**config.mk**
```make
export PLATFORM = sky130hd
export DESIGN_NAME = sprst_top
export DESIGN_NICKNAME = d
export VERILOG_FILES = /design/src/rtl/sprst_pkg.sv /design/src/rtl/sprst_sync.sv /design/src/rtl/sprst_top.sv
export SDC_FILE = /design/constraint.sdc
export NUM_CORES = 1
export LEC_CHECK = 0
export BUFFER_PORTS_ARGS = -buffer_cell sky130_fd_sc_hd__buf_2
export CAP_MARGIN = 20
export CORE_UTILIZATION = 52
export DETAILED_ROUTE_END_ITERATION = 6
export PLACE_DENSITY = 0.73
export SETUP_SLACK_MARGIN = 0.02
export SLEW_MARGIN = 15
export SYNTH_ARGS = -nofsm -noshare
export SYNTH_HDL_FRONTEND = slang
export SYNTH_SLANG_ARGS = --single-unit
```
**constraint.sdc**
```tcl
create_clock -name i_clk -period 1.64 [get_ports i_clk]
set_clock_uncertainty 0.05 [all_clocks]
set_input_delay 0.41 -clock i_clk [delete_from_list [all_inputs] [get_ports i_clk]]
set_output_delay 0.41 -clock i_clk [all_outputs]
set_load 0.05 [all_outputs]
```
**src/rtl/sprst_pkg.sv**
```systemverilog
// Shared constants and carrier types for the serial port pass-through block.
package sprst_pkg;
    localparam int unsigned SYNC_STAGES   = 2;
    localparam int unsigned WORD_BITS     = 8;
    localparam int unsigned ASYNC_INPUTS  = 6;
    // Idle pin levels while the synchroniser is cleared: supply low, select high.
    localparam logic [ASYNC_INPUTS-1:0] SYNC_RESET = 6'h34;
    localparam int unsigned PIN_1         = 0;
    localparam int unsigned PIN_2         = 1;
    localparam int unsigned PIN_3         = 2;
    localparam int unsigned PIN_4         = 3;
    localparam logic        DOUT_RESET    = 1'b0;
    localparam logic        PIN_RESET     = 1'b0;

    typedef struct packed {
        logic push_pull;
        logic active_high;
    } sprst_rst_cfg_type;

    typedef struct packed {
        logic out;
        logic oe;
    } sprst_pin_type;
endpackage

```
**src/rtl/sprst_sync.sv**
```systemverilog
// Two-stage synchroniser for a vector of inputs from outside the clock domain.
`timescale 1ns/10ps
module sprst_sync #(
    parameter int unsigned      WIDTH       = 1,
    parameter logic [WIDTH-1:0] RESET_VALUE = '0
) (
    input  wire logic             i_clk,
    input  wire logic             i_nrst,
    input  wire logic [WIDTH-1:0] i_async,
    output logic      [WIDTH-1:0] o_sync
);
    logic [WIDTH-1:0] stage1;

    // The first stage is read only by the second stage.
    always_ff @(posedge i_clk) begin
        if (!i_nrst) begin
            // Cleared stages show idle levels, so no false edge follows reset.
            stage1 <= RESET_VALUE;
            o_sync <= RESET_VALUE;
        end else begin
            stage1 <= i_async;
            o_sync <= stage1;
        end
    end
endmodule

```
**src/rtl/sprst_top.sv**
```systemverilog
// Serial host port with analog-side pass-through and supply reset outputs.
`timescale 1ns/10ps
module sprst_top #(
    parameter int unsigned WORD_BITS = sprst_pkg::WORD_BITS
) (
    input  wire logic                         i_clk,
    input  wire logic                         i_nrst,
    input  wire logic                         i_sclk,
    input  wire logic                         i_din,
    input  wire logic                         i_cs_n,
    input  wire logic                         i_analog_pin_1,
    input  wire logic                         i_dvdd_below_low,
    input  wire logic                         i_dvdd_below_high,
    input  wire logic [3:0]                   i_pass_mode,
    input  wire sprst_pkg::sprst_rst_cfg_type i_rst_low_cfg,
    input  wire sprst_pkg::sprst_rst_cfg_type i_rst_high_cfg,
    input  wire logic                         i_status_irq,
    input  wire logic [WORD_BITS-1:0]         i_tx_word,
    output logic                              o_dout,
    output logic                              o_dout_oe,
    output logic                              o_analog_pin_2,
    output logic                              o_analog_pin_2_oe,
    output logic                              o_analog_pin_3,
    output logic                              o_analog_pin_3_oe,
    output logic                              o_analog_pin_4,
    output logic                              o_analog_pin_4_oe,
    output logic                              o_reset_out_low_threshold,
    output logic                              o_reset_out_low_threshold_oe,
    output logic                              o_reset_out_high_threshold,
    output logic                              o_reset_out_high_threshold_oe,
    output logic [WORD_BITS-1:0]              o_rx_word,
    output logic                              o_rx_valid
);
    localparam int unsigned CW = $clog2(WORD_BITS + 1);

    logic [sprst_pkg::ASYNC_INPUTS-1:0] sync_q;
    logic                               sclk_s;
    logic                               din_s;
    logic                               cs_s;
    logic                               apin1_s;
    logic                               below_low_s;
    logic                               below_high_s;
    logic                               sclk_p;
    logic                               cs_p;
    logic                               rise;
    logic                               fall;
    logic                               cs_fall;
    logic [WORD_BITS-1:0]               rx_sh;
    logic [WORD_BITS-1:0]               tx_sh;
    logic [CW-1:0]                      bit_cnt;
    sprst_pkg::sprst_pin_type           next_rst_low;
    sprst_pkg::sprst_pin_type           next_rst_high;

    sprst_sync #(
        .WIDTH       (sprst_pkg::ASYNC_INPUTS),
        .RESET_VALUE (sprst_pkg::SYNC_RESET)
    ) u_sync (
        .i_clk   (i_clk),
        .i_nrst  (i_nrst),
        .i_async ({i_dvdd_below_high, i_dvdd_below_low, i_analog_pin_1,
                   i_cs_n, i_din, i_sclk}),
        .o_sync  (sync_q)
    );

    assign sclk_s       = sync_q[0];
    assign din_s        = sync_q[1];
    assign cs_s         = sync_q[2];
    assign apin1_s      = sync_q[3];
    assign below_low_s  = sync_q[4];
    assign below_high_s = sync_q[5];
    assign rise         = sclk_s & ~sclk_p;
    assign fall         = ~sclk_s & sclk_p;
    assign cs_fall      = ~cs_s & cs_p;

    function automatic sprst_pkg::sprst_pin_type rst_pin(
        input logic                         below,
        input sprst_pkg::sprst_rst_cfg_type cfg,
        input logic                         irq
    );
        sprst_pkg::sprst_pin_type p;
        if (below) begin
            p.out = 1'b0;
            p.oe  = 1'b1;
        end else if (cfg.push_pull) begin
            p.out = cfg.active_high ? irq : ~irq;
            p.oe  = 1'b1;
        end else begin
            p.out = 1'b0;
            p.oe  = 1'b0;
        end
        return p;
    endfunction

    always_ff @(posedge i_clk) begin
        if (!i_nrst) begin
            sclk_p <= 1'b0;
            cs_p   <= 1'b1;
        end else begin
            sclk_p <= sclk_s;
            cs_p   <= cs_s;
        end
    end

    always_ff @(posedge i_clk) begin
        if (!i_nrst) begin
            rx_sh      <= '0;
            bit_cnt    <= '0;
            o_rx_word  <= '0;
            o_rx_valid <= 1'b0;
        end else begin
            o_rx_valid <= 1'b0;
            if (cs_s) begin
                bit_cnt <= '0;
            end else if (rise) begin
                rx_sh <= {rx_sh[WORD_BITS-2:0], din_s};
                if (bit_cnt == CW'(WORD_BITS - 1)) begin
                    bit_cnt    <= '0;
                    o_rx_word  <= {rx_sh[WORD_BITS-2:0], din_s};
                    o_rx_valid <= 1'b1;
                end else begin
                    bit_cnt <= bit_cnt + CW'(1);
                end
            end
        end
    end

    // falling edge launch.
    // Bit one is placed at select so the host sees it before the first rise.
    always_ff @(posedge i_clk) begin
        if (!i_nrst) begin
            tx_sh  <= '0;
            o_dout <= sprst_pkg::DOUT_RESET;
        end else if (cs_s) begin
            o_dout <= i_pass_mode[sprst_pkg::PIN_1] ? apin1_s : sprst_pkg::DOUT_RESET;
        end else if (cs_fall) begin
            o_dout <= i_tx_word[WORD_BITS-1];
            tx_sh  <= {i_tx_word[WORD_BITS-2:0], 1'b0};
        end else if (fall) begin
            o_dout <= tx_sh[WORD_BITS-1];
            tx_sh  <= {tx_sh[WORD_BITS-2:0], 1'b0};
        end else if (rise && bit_cnt == CW'(WORD_BITS - 1)) begin
            tx_sh <= i_tx_word;
        end
    end

    always_ff @(posedge i_clk) begin
        if (!i_nrst) begin
            o_dout_oe <= 1'b0;
        end else begin
            o_dout_oe <= ~cs_s | i_pass_mode[sprst_pkg::PIN_1];
        end
    end

    always_ff @(posedge i_clk) begin
        if (!i_nrst) begin
            o_analog_pin_2    <= sprst_pkg::PIN_RESET;
            o_analog_pin_2_oe <= 1'b0;
            o_analog_pin_3    <= sprst_pkg::PIN_RESET;
            o_analog_pin_3_oe <= 1'b0;
            o_analog_pin_4    <= sprst_pkg::PIN_RESET;
            o_analog_pin_4_oe <= 1'b0;
        end else begin
            o_analog_pin_2    <= cs_s & din_s;
            o_analog_pin_2_oe <= i_pass_mode[sprst_pkg::PIN_2];
            o_analog_pin_3    <= cs_s & sclk_s;
            o_analog_pin_3_oe <= i_pass_mode[sprst_pkg::PIN_3];
            o_analog_pin_4    <= ~cs_s;
            o_analog_pin_4_oe <= i_pass_mode[sprst_pkg::PIN_4];
        end
    end

    always_comb begin
        next_rst_low  = rst_pin(below_low_s, i_rst_low_cfg, i_status_irq);
        next_rst_high = rst_pin(below_high_s, i_rst_high_cfg, i_status_irq);
    end

    always_ff @(posedge i_clk) begin
        if (!i_nrst) begin
            o_reset_out_low_threshold     <= 1'b0;
            o_reset_out_low_threshold_oe  <= 1'b1;
            o_reset_out_high_threshold    <= 1'b0;
            o_reset_out_high_threshold_oe <= 1'b1;
        end else begin
            o_reset_out_low_threshold     <= next_rst_low.out;
            o_reset_out_low_threshold_oe  <= next_rst_low.oe;
            o_reset_out_high_threshold    <= next_rst_high.out;
            o_reset_out_high_threshold_oe <= next_rst_high.oe;
        end
    end
endmodule

```
Yosys cells after proc, flatten, opt, wreduce, memory -nomap -nowiden. Index checks and enable logic that the tools add are counted.

Bitwise gates (word level): 14. Reductions and logical operators: 12. Equal/unequal tests: 1. Mux-type cells: 13. Add/sub/neg operators: 1.

Operators with widths (number): 8-bit two-way mux (3); 1-bit two-way mux (9); 3-bit OR reduction (3); 1-bit NOT (8); 3-bit nonzero test (2); 2-bit OR reduction (3); 1-bit bitwise AND (5); 4-bit by 1-bit adder with 4-bit output, second input constant (1); 4-bit by 3-bit == test with 1-bit output, second input constant (1); 4-bit two-way mux (1); 2-bit AND reduction (2); 3-bit AND reduction (1); 1-bit logical AND (1); 1-bit OR (1).

Input bits: 25. Output and inout bits: 21. Logic and storage cells: 62. Register bits after elaboration: 54.

Depth between registers and ports, before layout. Gate-level depths: netlist (run 1).

Depth after elaboration: 6. Mapped depth: 6. Gate-level depth less buffers: 5.

Hierarchy. From an unflattened synthesis (run 1), not the netlist that was laid out.

Cells, all modules: 176. Area total of the unflattened synthesis: 2018.2 um^2.

Modules (own cells, without submodules): sprst_top (times used 1, cells an instance 151, area each 1695.4 um^2, sequential area each 840.8 um^2); sprst_sync (times used 1, cells an instance 25, area each 322.8 um^2, sequential area each 240.2 um^2).

Worst setup path before layout (run 1). No wires, ideal clock.

Path type: register to register. From: reg bit_cnt[0]. To: reg tx_sh[1]. Cell stages (with the launch flop): 7. Library setup time: 0.072 ns. Buffers on the path: 1. Required time: 1.518 ns. Arrival time: 1.320 ns. Slack: 0.198 ns. Clock period less this slack: 1.442 ns. Path through: dfxtp_1 > ha_1 > nand2_1 > nor4_4 > buf_6 > nor3b_2 > o2bb2ai_1.

Cells in the longest elaborated chain, start to end: 4.

RTL lines: from (decl) (line sprst_top.sv:50) `logic [CW-1:0] bit_cnt;`; from (signal assigned) (line sprst_top.sv:121) `bit_cnt <= bit_cnt + CW'(1);`; 4-bit by 3-bit == test with 1-bit output (line sprst_top.sv:141) `end else if (rise && bit_cnt == CW'(WORD_BITS - 1)) begin`; 1-bit logical AND (line sprst_top.sv:141); 3-bit nonzero test (no source line); 2-bit AND reduction (no source line); to (signal assigned) (line sprst_top.sv:137) `tx_sh <= {i_tx_word[WORD_BITS-2:0], 1'b0};`; to (signal assigned) (line sprst_top.sv:140) `tx_sh <= {tx_sh[WORD_BITS-2:0], 1'b0};`; to (signal assigned) (line sprst_top.sv:142) `tx_sh <= i_tx_word;`; to (decl) (line sprst_top.sv:49) `logic [WORD_BITS-1:0] tx_sh;`.

No other way between the ends. A chain may end at the register's enable or synchronous reset.

Final worst setup path (run 1).
From: reg bit_cnt[1]. To: reg o_rx_word[0].

Cells in the longest elaborated chain, start to end: 2.

RTL lines: 4-bit by 3-bit == test with 1-bit output (line sprst_top.sv:116) `if (bit_cnt == CW'(WORD_BITS - 1)) begin`; 3-bit AND reduction (no source line); to (signal assigned) (line sprst_top.sv:118) `o_rx_word <= {rx_sh[WORD_BITS-2:0], din_s};`; to (decl) (line sprst_top.sv:31) `output logic [WORD_BITS-1:0] o_rx_word,`.

No other way between the ends.

==> run_results.csv, run 1 <==
group,metric,value,unit
run_status,outcome,"finished, final reports clean",
layout,post-route-util,68.0,%
yosys,synth.avg_cell_area,11.4,sq um
worst_setup_path,worst-path-buf-inv,2,
routing,post_drt_wl_per_cell,12.9,microns
yosys,yosysWarnings,0,
yosys,postSynthNetCount,203,
yosys,ys.flop_type,"dfxtp_1",
clock_network,cts_hold_buf,0,
layout,num-nets-final,256,
grt,grt_pass1_wl,6110,microns
layout,n_fill_cell,302,
sta,finalCriticalPeriod,1560,ps
floorplan,die_h,64.2,microns
floorplan,core,3690,sq um
floorplan,die_area,4120,sq um
pwr,pwr-share-clk,40.8,%
placement,placed_cell_area,2320,sq um
clock_network,path_clk_slew,90,ps
yosys,postSynth.asyncResetShare,0,%
grt,first_global_vias,1437,
worst_setup_path,path_class,"register to register",
floorplan,die_w,64.2,microns
routing,drc,0,
routing,firstDrtPassIters,4,
clock_network,clockBufferDepth,2,
placement,hpwlAfterDp,2560,microns
layout,seqCellArea,1080,sq um
routing,drt-total-wl,3590,microns
sta,final-hold-violation-count,0,
worst_setup_path,cp_slowest_stage_delay,360,ps
routing,vias,1412,
yosys,ys_seq_elements,54,
clock_network,numCtsBuffers,5,
flow_run,maxCapViolations,0,
layout,area_delta_synth_final,24.6,%
grt,antenna_found_initial,0,
layout,mostFrequentLayoutCells,"dfxtp_1, buf_2, mux2i_1",
sta,drv_slew,0,
pwr,switching_power,514,uW
floorplan,row_count,22,
clock_network,clkSinkCount,54,
clock_network,clk_latency,300,ps
routing,vias_per_cell,5.06,
pwr,sequentialPowerShare,52.3,%
worst_setup_path,arrival,1710,ps
placement,gp_congestion,0.741,
worst_setup_path,crit_chain,"ha_2, nand2_1, nor4_4, buf_6, buf_12, mux2i_2, nor2b_1",
worst_setup_path,critPathMaxFanout,9,
routing,drt_iter0_drc,50,
floorplan,start_util,54.5,%
placement,io_buffers,45,
clock_network,cts_htree_levels,2,
sta,tns,0,ps
worst_setup_path,worstPathRequired,1790,ps
sta,relSlewSlack,69.0,%
yosys,ys_types,35,
sta,tightest_slew,464,ps
sta,max_freq,643,MHz
layout,multi_input_area,873,sq um
worst_setup_path,slowest_stage,"dfxtp_2",
sta,setup_viol,0,
sta,period_share,94.9,%
yosys,synth_edf_count,0,
pwr,p_int,2070,uW
layout,layout-drive-gt1-share,36.8,%
pwr,powerDensity,1030,nW/um^2
layout,diodes,0,
pwr,sw_frac_of_total,19.9,%
pwr,leakagePower,0.00108,uW
worst_setup_path,cp-end-kind,"register",
clock_network,cts_tree,"built",
clock_network,root_buffer,"clkbuf_8",
grt,grt_use_total,19.2,%
min_path,min_path_type,"input port to register",
layout,fin_area,2510,sq um
pwr,peakVddDrop,0.761,mV
yosys,netlist_area,2010,sq um
worst_setup_path,critPathTopFamily,"flip-flops",
grt,globalRouteOverflowTotal,0,
floorplan,io_pins,46,
pwr,pwr-share-comb,6.9,%
grt,grt_max_degree,35,
yosys,syn_inst,177,
yosys,ys_seq_area_share,53.7,%
worst_setup_path,start_kind,"register",
routing,drtAntennaViolNets,0,
layout,layout_commonest_cell,"dfxtp_1",
## registers in the layout (all words and copies together), names as in the netlist, 4 cells and up
register,count
bit_cnt,4
o_rx_word,8
rx_sh,7
tx_sh,8
u_sync.o_sync,6
u_sync.stage1,6
## routing by layer
metal  up-vias  routed length [microns]  global-route usage (%)
li1        707                        -                       -
met1       658                     1580                    22.1
met2        40                     1770                    32.7
met3         7                      172                    5.89
met4         0                       65                    8.33
met5         -                        0                       0
## final cells by class
cell class,instances,area share (%)
Sequential cell,54,43.2
Multi-Input combinational cell,110,34.8
Timing Repair Buffer,56,13.4
Clock buffer,6,3.29
Clock inverter,2,2.40
Tap cell,48,2.40
Inverter,3,0.449
## power groups by stage
stage | clock network [uW] | logic, uW | registers, uW
floorplan | 0 | 84.8 | 1410
global placement | 0 | 171 | 1380
detailed placement | 0 | 177 | 1380
CTS | 1080 | 178 | 1350
global route | 1150 | 193 | 1360
finish | 1060 | 177 | 1350
## per-stage QoR
stage	std cells	total power (uW)	hold slack, ps	setup WS, ps
2_1_floorplan	177	1500	336	198
4_1_cts	276	2620	224	28.2
3_3_place_gp	267	1550	340	113
6_report	279	2590	232	83.7
5_1_grt	279	2700	240	-28.4
3_5_place_dp	267	1560	346	1.17
## logic make-up after synthesis
group | after synthesis | synth area share (%)
compound gates | 17 | 5.78
simple gates | 58 | 19.3
buf+inv | 13 | 3.36
xor+xnor | 3 | 1.31
mux | 31 | 15.9
fa+ha+maj | 1 | 0.622
flops | 54 | 53.7
## timing repair
item | in CTS | in global routing
endpoints found under the setup margin | 15 | 15
pin swaps | 1 | 1
setup buffers | 1 | 3
cloned | 0 | 0
resized for setup | 3 | 3
## path summary, 6_finish.rpt
path | from | to | slack (ps) | cells past startpoint
worst max-delay path | bit_cnt[1] | o_rx_word[0] | 80 | 7
worst max register to register | bit_cnt[1] | o_rx_word[0] | 80 | 7
worst min-delay path | i_dvdd_below_high | u_sync.stage1[5] | 230 | 2
worst min register to register | u_sync.stage1[2] | u_sync.o_sync[2] | 370 | 1
## cells in the mapped netlist (3+ instances only)
cell	n	share of area, %
and2_1	10	3.1
mux2i_1	23	11
nor2b_1	15	4.7
nand2_1	5	0.93
mux2_2	8	4.5
inv_1	3	0.56
clkbuf_1	5	0.93
o2bb2ai_1	7	3.0
a21oi_1	4	1.0
nand2b_1	10	3.1
dfxtp_1	54	54
o21ai_0	3	0.75
Note: power is estimated with default switching activity, not from simulation.
==> inputs of run 2 (changes only) <==
RECOVER_POWER = 50   (was unset)
==> run 2 against run 1 <==
Compared with the run above: global-route usage unchanged; core utilization down 0.20 points; power hardly changed; register-to-register slack barely moved; flip-flop and latch count is the same; via count is 0.50% lower; first-iteration DRC count shrank 16%; critical path type unchanged; critical endpoint unchanged; largest power group unchanged.
==> run_results.csv, run 2 (synthesis results as in run 1) <==
group,metric,value,unit
floorplan,core,3690,sq um
layout,layout-drive-gt1-share,35.9,%
clock_network,root_buffer,"clkbuf_8",
layout,area_delta_synth_final,24.3,%
worst_setup_path,critPathMaxFanout,9,
layout,seqCellArea,1080,sq um
min_path,worstHoldStart,"i_dvdd_below_high",
sta,setup_viol,0,
routing,wl_met2,1780,microns
layout,largest_registers,"o_rx_word (8), tx_sh (8), rx_sh (7)",
pwr,peakVddDrop,0.761,mV
floorplan,die_w,64.2,microns
layout,mostFrequentLayoutCells,"dfxtp_1, buf_2, mux2i_1",
sta,fin_hold_ws,231,ps
worst_setup_path,worstPathRequired,1790,ps
layout,n_fill_cell,304,
routing,vias_per_cell,5.04,
min_path,min_path_cells,2,
floorplan,row_count,22,
floorplan,die_area,4120,sq um
sta,max_freq,645,MHz
placement,place_inst,267,
layout,final_cells,279,
worst_setup_path,worst_r2r_endpoint,"o_rx_word[0]",
clock_network,cts_tree,"built",
grt,grt_use_total,19.2,%
clock_network,numCtsBuffers,5,
clock_network,clockBufferDepth,2,
worst_setup_path,path_class,"register to register",
grt,first_global_vias,1437,
pwr,finalPower,2590,uW
floorplan,io_pins,46,
placement,io_buffers,45,
routing,firstDrtPassIters,4,
sta,relSlewSlack,67.4,%
routing,drt-total-wl,3580,microns
worst_setup_path,start_kind,"register",
pwr,leakagePower,0.00107,uW
worst_setup_path,cp-end-kind,"register",
sta,drv_slew,0,
sta,period_share,94.6,%
placement,hpwlAfterDp,2560,microns
floorplan,die_h,64.2,microns
routing,drt_iter0_drc,42,
clock_network,clk_latency,300,ps
routing,drt-met1-wl,1560,microns
routing,drtAntennaViolNets,0,
layout,diodes,0,
worst_setup_path,r2r-start,"bit_cnt[1]",
worst_setup_path,rrSetupSlack,90,ps
layout,num-nets-final,256,
sta,final-hold-violation-count,0,
routing,drc,0,
worst_setup_path,arrival,1700,ps
pwr,powerDensity,1030,nW/um^2
clock_network,path_clk_slew,90,ps
grt,grt_pass1_wl,6110,microns
grt,globalRouteOverflowTotal,0,
min_path,hold_end,"u_sync.stage1[5]",
clock_network,cts_htree_levels,2,
layout,multi_input_area,873,sq um
clock_network,clkSinkCount,54,
layout,layout_commonest_cell,"dfxtp_1",
placement,gp_congestion,0.741,
run_status,outcome,"finished, final reports clean",
routing,vias,1405,
min_path,min_path_type,"input port to register",
routing,dr.max_layer_used,"met4",
grt,grt_max_degree,35,
routing,post_drt_wl_per_cell,12.8,microns
routing,met3WireLength,168,microns
floorplan,start_util,54.5,%
sta,tightest_slew,489,ps
grt,antenna_found_initial,0,
worst_setup_path,r2r_cells,7,
flow_run,maxCapViolations,0,
sta,finalCriticalPeriod,1550,ps
## run 2: changes by cell type in the layout (fill, tap and decap cells not counted), sizes merged
cell    before  now
clkbuf       6   18
buf         56   44
## run 2: worst max path at each step
stage	startpoint	to
2_1_floorplan	bit_cnt[0]	tx_sh[1]
3_3_place_gp	bit_cnt[0]	o_rx_word[7]
3_5_place_dp	bit_cnt[0]	o_rx_word[6]
4_1_cts	bit_cnt[0]	o_rx_word[6]
5_1_grt	bit_cnt[1]	o_rx_word[3]
6_report	bit_cnt[1]	o_rx_word[0]
## run 2: per-layer routing
metal | GRT usage [%] | vias to the layer above
met5 | 0 | -
met4 | 8.33 | 0
met3 | 5.89 | 7
met2 | 32.7 | 38
met1 | 22.1 | 653
li1 | - | 707
## run 2: stage by stage
stage / util [%] / cell area, sq um / setup TNS [ps] / setup WS, ps
4_1_cts: 67.1 / 2470 / 0 / 28.2
6_report: 67.8 / 2500 / 0 / 89.4
2_1_floorplan: - / 2010 / 0 / 198
3_3_place_gp: 62.9 / 2320 / 0 / 113
3_5_place_dp: 62.9 / 2320 / 0 / 1.17
5_1_grt: 67.8 / 2500 / -41.4 / -28.4
## run 2: final cells by class
type | instances | area share (%)
Timing Repair Buffer | 56 | 13.2
Multi-Input combinational cell | 110 | 34.9
Tap cell | 48 | 2.40
Inverter | 3 | 0.450
Sequential cell | 54 | 43.3
Clock inverter | 2 | 2.40
Clock buffer | 6 | 3.30
## run 2: worst max-delay path, cell delays in order (launching register included)
cell     delay (ps)
dfxtp_2         360
ha_2            190
nand2_1         110
nor4_4          180
buf_6           160
buf_12          130
mux2i_2         200
nor2b_1          60
## run 2: where the power goes
group          switching [uW]  internal, uW
Combinational            95.2          79.6
Sequential               13.3          1340
Clock                     407           650
## run 2: timing repair
item | CTS | global route
pin swaps | 1 | 1
endpoints found under the setup margin | 15 | 15
cloned | 0 | 0
setup buffers | 1 | 3
resized for setup | 3 | 3
hold buffers | 0 | 0
==> inputs of run 3 (changes only) <==
CELL_PAD_IN_SITES_DETAIL_PLACEMENT = 1   (was unset)
CELL_PAD_IN_SITES_GLOBAL_PLACEMENT = 2   (was unset)
CORE_UTILIZATION = 33   (was 52)
PLACE_DENSITY = 0.72   (was 0.73)
SLEW_MARGIN = unset   (was 15)
clock period = 1.7 ns   (was 1.64 ns; I/O delays follow)
==> run 3 against run 2 <==
Compared with the run above: core utilization fell by 24 points; clock-buffer cell count fell by 1; non-clock buffer count rose by 4; highest routed layer unchanged; worst hold slack improved by 18 ps; die area rose by 56%; largest cell class unchanged; register-to-register slack improved by 50 ps; critical path depth fell by 6; first-iteration DRC count rose by 48%; flip-flop and latch count did not move; sequential share of layout area fell by 0.81 points; via count rose by 3.1%.
==> run_results.csv, run 3 (synthesis results as in run 1) <==
group,metric,value,unit
placement,io_buffers,45,
routing,firstDrtPassIters,4,
worst_setup_path,cp-end-kind,"output port",
clock_network,clk_latency,310,ps
worst_setup_path,crit_chain,"clkbuf_1",
floorplan,row_count,28,
worst_setup_path,start_kind,"register",
clock_network,numCtsBuffers,5,
pwr,peakVddDrop,0.438,mV
clock_network,clkSinkCount,54,
placement,hpwlAfterDp,3210,microns
sta,final-hold-violation-count,0,
grt,first_global_vias,1485,
grt,grt_pass1_wl,7160,microns
floorplan,die_h,80.1,microns
layout,layout_commonest_cell,"dfxtp_1",
clock_network,clockBufferDepth,2,
sta,tightest_slew,751,ps
routing,drtAntennaViolNets,0,
flow_run,maxCapViolations,0,
routing,drt-met1-wl,1920,microns
sta,drv_slew,0,
clock_network,cts_tree,"built",
sta,max_freq,635,MHz
worst_setup_path,critPathMaxFanout,1,
worst_setup_path,worst-path-buf-inv,1,
floorplan,start_util,34.2,%
routing,dr.max_layer_used,"met4",
grt,antenna_found_initial,0,
routing,vias_per_cell,4.67,
clock_network,cts_hold_buf,0,
sta,setup_viol,0,
layout,diodes,0,
routing,drt_iter0_drc,62,
sta,period_share,92.6,%
routing,post_drt_wl_per_cell,14.3,microns
layout,post-route-util,43.3,%
floorplan,die_w,80.1,microns
worst_setup_path,cp_slowest_stage_delay,470,ps
layout,num-nets-final,260,
pwr,powerDensity,920,nW/um^2
sta,relSlewSlack,49.9,%
worst_setup_path,arrival,1100,ps
grt,grt_max_degree,29,
run_status,outcome,"finished, final reports clean",
routing,met3WireLength,148,microns
layout,layout-drive-gt1-share,37.0,%
layout,area_delta_synth_final,26.6,%
sta,rsz0062_at_grt,"false",
worst_setup_path,path_class,"register to output port",
clock_network,root_buffer,"clkbuf_8",
sta,tns,0,ps
routing,drc,0,
pwr,leakagePower,0.00107,uW
floorplan,die_area,6410,sq um
clock_network,path_clk_slew,100,ps
routing,vias,1448,
floorplan,io_pins,46,
layout,final_cells,310,
grt,globalRouteOverflowTotal,0,
placement,gp_congestion,0.743,
placement,place_inst,295,
routing,wl_met2,2330,microns
grt,grt_use_total,14.8,%
worst_setup_path,critPathTopFamily,"buffers and inverters",
floorplan,core,5890,sq um
routing,drt-total-wl,4450,microns
layout,largest_registers,"o_rx_word (8), tx_sh (8), rx_sh (7)",
layout,mostFrequentLayoutCells,"dfxtp_1, buf_2, mux2i_1",
sta,finalCriticalPeriod,1570,ps
min_path,min_path_type,"input port to register",
worst_setup_path,slowest_stage,"clkbuf_1",
worst_setup_path,worstPathRequired,1220,ps
clock_network,cts_htree_levels,2,
run 3: power breakdown:
part | internal, uW | switching [uW] | total [uW]
sequential | 1290 | 12.8 | 1310
combinational | 80.8 | 96.8 | 178
clock | 442 | 417 | 859
total | 1820 | 527 | 2340
run 3: worst paths after layout:
path                             start                   endpoint  slack, ps  depth (start not counted)
max          o_reset_out_low_threshold  o_reset_out_low_threshold        130                          1
min reg2reg           u_sync.stage1[4]           u_sync.o_sync[4]        370                          1
max reg2reg                 bit_cnt[1]                   tx_sh[0]        140                          7
min                   i_dvdd_below_low           u_sync.stage1[4]        250                          2
run 3: repair_timing:
action	4_1_cts	5_1_grt
gates cloned	0	0
endpoints found under the setup margin	3	7
pin swaps	0	1
gates resized for setup	1	7
setup buffers	0	7
run 3: cell type report:
class	count	area [sq um]
fillers	673	3340
clock inverters	3	43.8
repair buffers	60	364
inverters	3	11.3
multi-input cells	110	882
well taps	75	93.8
flip-flops and latches	54	1080
clock buffers	5	68.8
run 3: per-stage QoR:
| stage | setup slack [ps] | hold slack [ps] | cell area, sq um | power, uW |
|---|---|---|---|---|
| after CTS | 50.5 | 235 | 2480 | 2380 |
| final | 126 | 249 | 2550 | 2340 |
| after detailed placement | 12.0 | 350 | 2360 | 1520 |
| after global routing | 47.5 | 240 | 2550 | 2440 |
| after global placement | 178 | 341 | 2360 | 1510 |
| after floorplan | 258 | 336 | 2010 | 1450 |
run 3: layer usage:
metal | vias to the layer above | GRT usage, %
li1 | 712 | -
met1 | 705 | 16.7
met5 | - | 0
met4 | 0 | 5.36
met3 | 4 | 3.18
met2 | 27 | 27.2
